<file path="src/rtl/copper_irq_pkg.sv">
package copper_irq_pkg;
  localparam int REG_W = 16;
  localparam int ADDR_W = 8;
  // register indexes; byte address is four times the index
  localparam logic [5:0] IDX_ENABLE = 6'h12;
  localparam logic [5:0] IDX_STATUS = 6'h13;
  localparam logic [5:0] IDX_SUMMARY = 6'h17;
  localparam logic [5:0] IDX_CLEAR = 6'h1A;
  localparam logic [REG_W-1:0] ENABLE_RST = 16'h0000;
  localparam logic [REG_W-1:0] STATUS_RST = 16'h0000;
  localparam logic [REG_W-1:0] RESERVED_MASK = 16'h00A4;
  // status bit positions
  localparam int BIT_AN_ERROR = 15;
  localparam int BIT_SPEED = 14;
  localparam int BIT_DUPLEX = 13;
  localparam int BIT_PAGE = 12;
  localparam int BIT_AN_DONE = 11;
  localparam int BIT_LINK = 10;
  localparam int BIT_SYMBOL = 9;
  localparam int BIT_FALSE_CARRIER = 8;
  localparam int BIT_MDIX = 6;
  localparam int BIT_ENERGY = 4;
  localparam int BIT_FLP_NO_LINK = 3;
  localparam int BIT_POLARITY = 1;
  localparam int BIT_JABBER = 0;
  localparam int BIT_SUMMARY = 0;
endpackage

</file>
<file path="src/rtl/irq_latch_if.sv">
`timescale 1ns/1ns
interface irq_latch_if #(parameter int W = 16);
  logic [W-1:0] set_ev;
  logic [W-1:0] clr;
  logic clear_all;
  logic [W-1:0] status;
  modport latch (input set_ev, input clr, input clear_all, output status);
  modport ctrl (output set_ev, output clr, output clear_all, input status);
endinterface

</file>
<file path="src/rtl/copper_phy_event_interrupts.sv">
`timescale 1ns/1ns
module copper_phy_event_interrupts (
  // clock and reset
  input wire logic pclk,
  input wire logic presetn,
  // apb slave
  input wire logic psel,
  input wire logic penable,
  input wire logic pwrite,
  input wire logic [copper_irq_pkg::ADDR_W-1:0] paddr,
  input wire logic [31:0] pwdata,
  input wire logic [3:0] pstrb,
  output logic [31:0] prdata,
  output logic pready,
  output logic pslverr,
  // software reset pulse from the core
  input wire logic soft_reset,
  // autonegotiation failure causes, one-cycle pulses
  input wire logic ms_resolve_fail,
  input wire logic parallel_detect_fault,
  input wire logic no_common_hcd,
  input wire logic link_fail_after_an,
  // negotiation and receive event pulses
  input wire logic page_received,
  input wire logic an_complete,
  input wire logic symbol_error,
  input wire logic false_carrier,
  input wire logic flp_done_no_link,
  // resolved levels watched for change
  input wire logic [1:0] resolved_speed,
  input wire logic resolved_duplex,
  input wire logic copper_link_up,
  input wire logic resolved_mdix,
  input wire logic energy_sleep,
  input wire logic polarity_reversed,
  // jabber level, latched while present
  input wire logic jabber_active,
  // port interrupt, level
  output logic irq
);
  import copper_irq_pkg::*;

  logic [REG_W-1:0] enable;
  logic [REG_W-1:0] next_enable;
  logic [31:0] next_prdata;
  logic [REG_W-1:0] rd_status;
  logic [REG_W-1:0] next_rd_status;
  logic [1:0] prev_speed;
  logic prev_duplex;
  logic prev_link;
  logic prev_mdix;
  logic prev_energy;
  logic prev_polarity;
  logic primed;
  logic [1:0] next_prev_speed;
  logic next_prev_duplex;
  logic next_prev_link;
  logic next_prev_mdix;
  logic next_prev_energy;
  logic next_prev_polarity;
  logic next_primed;
  logic [REG_W-1:0] events;
  logic [REG_W-1:0] wr_clear;
  logic setup_phase;
  logic access;
  logic wr_en;
  logic rd_en;
  logic [5:0] idx;
  logic mapped;
  logic pending;

  irq_latch_if #(.W(REG_W)) lat ();

  // apb decode; zero wait states, so every access ends in one cycle
  assign idx = paddr[7:2];
  assign setup_phase = psel && !penable;
  assign access = psel && penable;
  assign wr_en = access && pwrite;
  assign rd_en = access && !pwrite;
  assign mapped = (idx == IDX_ENABLE) || (idx == IDX_STATUS) ||
                  (idx == IDX_SUMMARY) || (idx == IDX_CLEAR);
  assign pready = 1'b1;
  assign pslverr = access && !mapped;

  // previous levels for change detection; primed stops a false edge at reset
  always_comb begin
    next_prev_speed = resolved_speed;
    next_prev_duplex = resolved_duplex;
    next_prev_link = copper_link_up;
    next_prev_mdix = resolved_mdix;
    next_prev_energy = energy_sleep;
    next_prev_polarity = polarity_reversed;
    next_primed = 1'b1;
  end

  always_ff @(posedge pclk or negedge presetn) begin
    if (!presetn) begin
      prev_speed <= 2'h0;
      prev_duplex <= 1'b0;
      prev_link <= 1'b0;
      prev_mdix <= 1'b0;
      prev_energy <= 1'b0;
      prev_polarity <= 1'b0;
      primed <= 1'b0;
    end else begin
      prev_speed <= next_prev_speed;
      prev_duplex <= next_prev_duplex;
      prev_link <= next_prev_link;
      prev_mdix <= next_prev_mdix;
      prev_energy <= next_prev_energy;
      prev_polarity <= next_prev_polarity;
      primed <= next_primed;
    end
  end

  // event vector, one position per status bit; reserved positions stay zero
  always_comb begin
    events = '0;
    events[BIT_AN_ERROR] = ms_resolve_fail || parallel_detect_fault ||
                           no_common_hcd || link_fail_after_an;
    events[BIT_SPEED] = primed && (resolved_speed != prev_speed);
    events[BIT_DUPLEX] = primed && (resolved_duplex != prev_duplex);
    events[BIT_PAGE] = page_received;
    events[BIT_AN_DONE] = an_complete;
    events[BIT_LINK] = primed && (copper_link_up != prev_link);
    events[BIT_SYMBOL] = symbol_error;
    events[BIT_FALSE_CARRIER] = false_carrier;
    events[BIT_MDIX] = primed && (resolved_mdix != prev_mdix);
    events[BIT_ENERGY] = primed && (energy_sleep != prev_energy);
    events[BIT_FLP_NO_LINK] = flp_done_no_link;
    events[BIT_POLARITY] = primed && (polarity_reversed != prev_polarity);
    events[BIT_JABBER] = jabber_active;
  end

  // explicit clear register: write one to drop a bit
  always_comb begin
    wr_clear = '0;
    if (wr_en && (idx == IDX_CLEAR)) begin
      wr_clear[7:0] = pstrb[0] ? pwdata[7:0] : 8'h00;
      wr_clear[15:8] = pstrb[1] ? pwdata[15:8] : 8'h00;
    end
  end

  // read clears reported
  // only bits captured for the read are cleared, so a later event is kept
  assign lat.set_ev = events;
  assign lat.clr = wr_clear | ((rd_en && (idx == IDX_STATUS)) ? rd_status : '0);
  assign lat.clear_all = soft_reset;

  event_latch #(.W(REG_W)) u_latch (
    .pclk(pclk),
    .presetn(presetn),
    .lat(lat)
  );

  // enable register; survives software reset
  always_comb begin
    next_enable = enable;
    if (wr_en && (idx == IDX_ENABLE)) begin
      if (pstrb[0]) begin
        next_enable[7:0] = pwdata[7:0];
      end
      if (pstrb[1]) begin
        next_enable[15:8] = pwdata[15:8];
      end
    end
    next_enable = next_enable & ~RESERVED_MASK;
  end

  always_ff @(posedge pclk or negedge presetn) begin
    if (!presetn) begin
      enable <= ENABLE_RST;
    end else begin
      enable <= next_enable;
    end
  end

  assign pending = |(lat.status & enable);
  assign irq = pending;

  // read data captured in the setup cycle, held through the access
  always_comb begin
    next_prdata = prdata;
    next_rd_status = rd_status;
    if (setup_phase) begin
      next_prdata = 32'h0000_0000;
      next_rd_status = '0;
      if (!pwrite) begin
        unique case (idx)
          IDX_ENABLE: begin
            next_prdata[REG_W-1:0] = enable;
          end
          IDX_STATUS: begin
            next_prdata[REG_W-1:0] = lat.status;
            next_rd_status = lat.status;
          end
          IDX_SUMMARY: begin
            next_prdata[BIT_SUMMARY] = pending;
          end
          default: begin
            next_prdata = 32'h0000_0000;
          end
        endcase
      end
    end
  end

  always_ff @(posedge pclk or negedge presetn) begin
    if (!presetn) begin
      prdata <= 32'h0000_0000;
      rd_status <= STATUS_RST;
    end else begin
      prdata <= next_prdata;
      rd_status <= next_rd_status;
    end
  end
endmodule

</file>
<file path="src/rtl/event_latch.sv">
`timescale 1ns/1ns
module event_latch #(
  parameter int W = 16
) (
  // clock and reset
  input wire logic pclk,
  input wire logic presetn,
  // latch control and state
  irq_latch_if.latch lat
);
  import copper_irq_pkg::*;

  genvar i;
  generate
    for (i = 0; i < W; i++) begin : g_bit
      logic bit_q;
      logic next_bit;
      // set beats clear so an event in the clearing cycle survives
      always_comb begin
        next_bit = bit_q;
        if (lat.clear_all || lat.clr[i]) begin
          next_bit = 1'b0;
        end
        if (lat.set_ev[i] && !RESERVED_MASK[i]) begin
          next_bit = 1'b1;
        end
        if (lat.clear_all && !lat.set_ev[i]) begin
          next_bit = 1'b0;
        end
      end
      // hardware reset clears every latch
      always_ff @(posedge pclk or negedge presetn) begin
        if (!presetn) begin
          bit_q <= STATUS_RST[i];
        end else begin
          bit_q <= next_bit;
        end
      end
      assign lat.status[i] = bit_q & ~RESERVED_MASK[i];
    end
  endgenerate
endmodule

</file>
<file path="config.mk">
export PLATFORM = sky130hd
export DESIGN_NAME = copper_phy_event_interrupts
export DESIGN_NICKNAME = d
export VERILOG_FILES = /design/src/rtl/copper_irq_pkg.sv /design/src/rtl/irq_latch_if.sv /design/src/rtl/copper_phy_event_interrupts.sv /design/src/rtl/event_latch.sv
export SDC_FILE = /design/constraint.sdc
export NUM_CORES = 1
export LEC_CHECK = 0
export BUFFER_PORTS_ARGS = -buffer_cell sky130_fd_sc_hd__buf_2
export CORE_ASPECT_RATIO = 1.75
export CORE_MARGIN = 2
export CORE_UTILIZATION = 49
export CTS_CLUSTER_SIZE = 28
export DETAILED_ROUTE_END_ITERATION = 6
export GPL_ROUTABILITY_DRIVEN = 0
export MAX_ROUTING_LAYER = met4
export PLACE_DENSITY = 0.79
export SYNTH_ARGS = -nofsm -noshare
export SYNTH_HDL_FRONTEND = slang
export SYNTH_SLANG_ARGS = --single-unit
</file>
<file path="constraint.sdc">
create_clock -name pclk -period 1.6 [get_ports pclk]
set_clock_uncertainty 0.05 [all_clocks]
set_input_delay 0.16 -clock pclk [delete_from_list [all_inputs] [get_ports pclk]]
set_output_delay 0.16 -clock pclk [all_outputs]
set_load 0.03 [all_outputs]
</file>
==> flow_metrics.tcl <==
set metrics [dict create \
    remaining_drc_errors 0 \
    clockRootBuffer "clkbuf_8" \
    vias_per_cell 5.32 \
    intPower_w 0.00233 \
    cts_buffer_depth 2 \
    timing.final.crit_share 1.12 \
    p_seq_frac 0.515 \
    antenna_found_initial 0 \
    cts.sinks 60 \
    crit_path_cell_trace "a222oi_1 -> and3_1 -> nand3_2 -> buf_6" \
    hold_viol 0 \
    die_w_um 61.2 \
    yosys.cell_types.count 37 \
    worstPathMaxFanout 2 \
    netlist.area_leader.share 0.535 \
    leakage_nw 1.91 \
    netlist_top_cells_area "dfrtp_1 (54%), a22o_1 (9.4%), buf_4 (5.9%)" \
    start_kind "register" \
    port_buffers 58 \
    end_kind "output port" \
    clock.fmax_ghz 0.557 \
    drt-total-wl_mm 6.38 \
    critPathKind "register to output port" \
    violations "negative setup slack" \
    final_cell_area_um2 3610 \
    synth-seq-cells 60 \
    first_pass_iters 4 \
    p_total_w 0.00315 \
    drt_iter0_markers 92 \
    numCtsBuffers 9 \
    syn_area_per_cell_um2 12.2 \
    yosys_warnings 0 \
    crit_required_ps 1390 \
    drt.antenna.violating_nets 0 \
    setup_viol 1 \
    post_dp_cell_area_um2 3260 \
    synth_edf_count 0 \
    dieArea_um2 6370 \
    avgRoutedWirePerCell_um 15.7 \
    power_density_nw_per_um2 872 \
    synth_commonest_cells "dfrtp_1 (60), a22o_1 (30), buf_4 (22), nand2_1 (21), a21o_1 (14)" \
    crit_family "flip-flops" \
    crit_arrival_ps 1580 \
    rsz0062_at_grt "true" \
    slew_violations 0 \
    rows 36 \
    cts_max_level 3 \
    fin_util 0.652 \
    dp_hpwl_mm 4.59 \
    cpPeakStageDelay_ps 390 \
    nets 391 \
    synth-seq-area-share 0.535 \
    die_h_um 104 \
    clkPwrFrac 0.362 \
    synth_area_leader_cell "dfrtp_1" \
    ir_drop_mv 0.587 \
    drive_above_1_share 0.350 \
    synth_area_um2 2810 \
    power_frac_comb 0.123 \
    min_path_type "input pin to register" \
    diodes 0 \
    yosysMostFrequentCell "dfrtp_1" \
    grt_usage 0.224 \
    p_sw_w 0.000816 \
    cp_slowest_cell "dfrtp_1" \
    ios 102 \
    cts_tree "yes" \
    coreArea_um2 5540 \
    grt_max_degree 61 \
    period_minus_slack_ps 1790 \
    clkTransAtPathRegs_ps 60 \
    vias 2153 \
    async_flop_share 1.00 \
    status "complete, but fails checks" \
    grt_pass1_wl_mm 10.3 \
    whs_ps 29.6 \
    maxCapViolations 0 \
    timing.final.ws_setup_ps -195 \
    swShare 0.259 \
    clkLatencyLatePin_ps 330 \
    synthCells 229 \
    grt_pass1_vias 2249 \
    syn_to_final_growth_pct 28.7 \
    synth_flop_cell "dfrtp_1" \
    overflow 0 \
    critPathBufInv 1 \
    dp_slack_ps -132 \
    initial_core_util 0.506 \
]
-- path summary, 6_finish.rpt --
kind                            slack, ps                   endpoint  cells past startpoint                                 from
worst max-delay path                 -190                        irq                      4  u_latch.g_bit[10].bit_q$_DFFE_PN0P_
worst min-delay path                   30      enable[3]$_DFFE_PN0P_                      2                            pwdata[3]
worst max register to register        130      prdata[0]$_DFFE_PN0P_                      4  u_latch.g_bit[10].bit_q$_DFFE_PN0P_
worst min register to register        460     prdata[13]$_DFFE_PN0P_                      1               enable[13]$_DFFE_PN0P_
max in group asynchronous             930      prdata[6]$_DFFE_PN0P_                      3                              presetn
min in group asynchronous             300  rd_status[12]$_DFFE_PN0P_                      3                              presetn
-- area by class of cell --
class                      count  area [um2]
sequential                    60        1500
timing repair buffer          94         657
tap                           76        95.1
clock buffer                  14         153
fill                         448        1930
multi-input combinational    155        1180
inverter                       4        15.0
clock inverter                 2        10.0
-- cell usage in the layout, fill, tap and decap left out, types with 5 or more instances in the layout --
cell	n
nand3_1	5
a21oi_1	5
buf_2	57
dlygate4sd3_1	16
clkbuf_8	10
dfrtp_1	60
xor2_1	7
mux2_2	13
a41o_1	7
nand2_1	21
a21o_1	14
conb_1	21
buf_4	16
a22o_1	30
-- metrics by stage --
| step | TNS [ps] | cells |
|---|---|---|
| 2_1_floorplan | 0 | 248 |
| 3_3_place_gp | -3160 | 372 |
| 3_5_place_dp | -3240 | 372 |
| 4_1_cts | -205 | 405 |
| 5_1_grt | -207 | 405 |
| 6_report | -195 | 405 |
-- power groups by stage --
stage / Sequential, W / Clock, W / Combinational, W
2_1_floorplan: 0.00164 / 0 / 0.000225
3_3_place_gp: 0.00164 / 0 / 0.000338
3_5_place_dp: 0.00165 / 0 / 0.000344
4_1_cts: 0.00162 / 0.00116 / 0.000388
5_1_grt: 0.00163 / 0.00122 / 0.000425
6_report: 0.00162 / 0.00114 / 0.000387
-- state kept, by name (all words and copies together) (netlist names) --
register,flops
enable,13
prdata,13
prev_duplex,1
prev_energy,1
prev_link,1
prev_mdix,1
prev_polarity,1
prev_speed,2
primed,1
rd_status,13
u_latch.g_bit.bit_q,13
-- repair_timing --
action	in CTS	in global routing
hold endpoints to repair	74	0
hold buffers	16	0
endpoints found under the setup margin	1	1
gates resized for setup	3	1
buffers inserted	1	0
pin swaps	2	0
-- cell families (layout without fill, tap and decap cells) --
family,Yosys count,after routing,synth area share
xor gates and xnor gates,7,7,0.0219
buffers and inverters,33,114,0.0772
muxes,14,14,0.0558
DFF,60,60,0.535
AOI/OAI and AO/OA,67,67,0.198
and+or+nand+nor,46,46,0.110
other,2,21,0.00268
-- metal layers --
| metal | vias to the layer above | track usage | wire length (um) |
|---|---|---|---|
| li1 | 999 | - | - |
| met1 | 1081 | 0.247 | 2440 |
| met2 | 64 | 0.372 | 3530 |
| met3 | 9 | 0.0510 | 279 |
| met4 | 0 | 0.0932 | 120 |
| met5 | - | - | 0 |
Note: power is estimated with default switching activity, not from simulation.
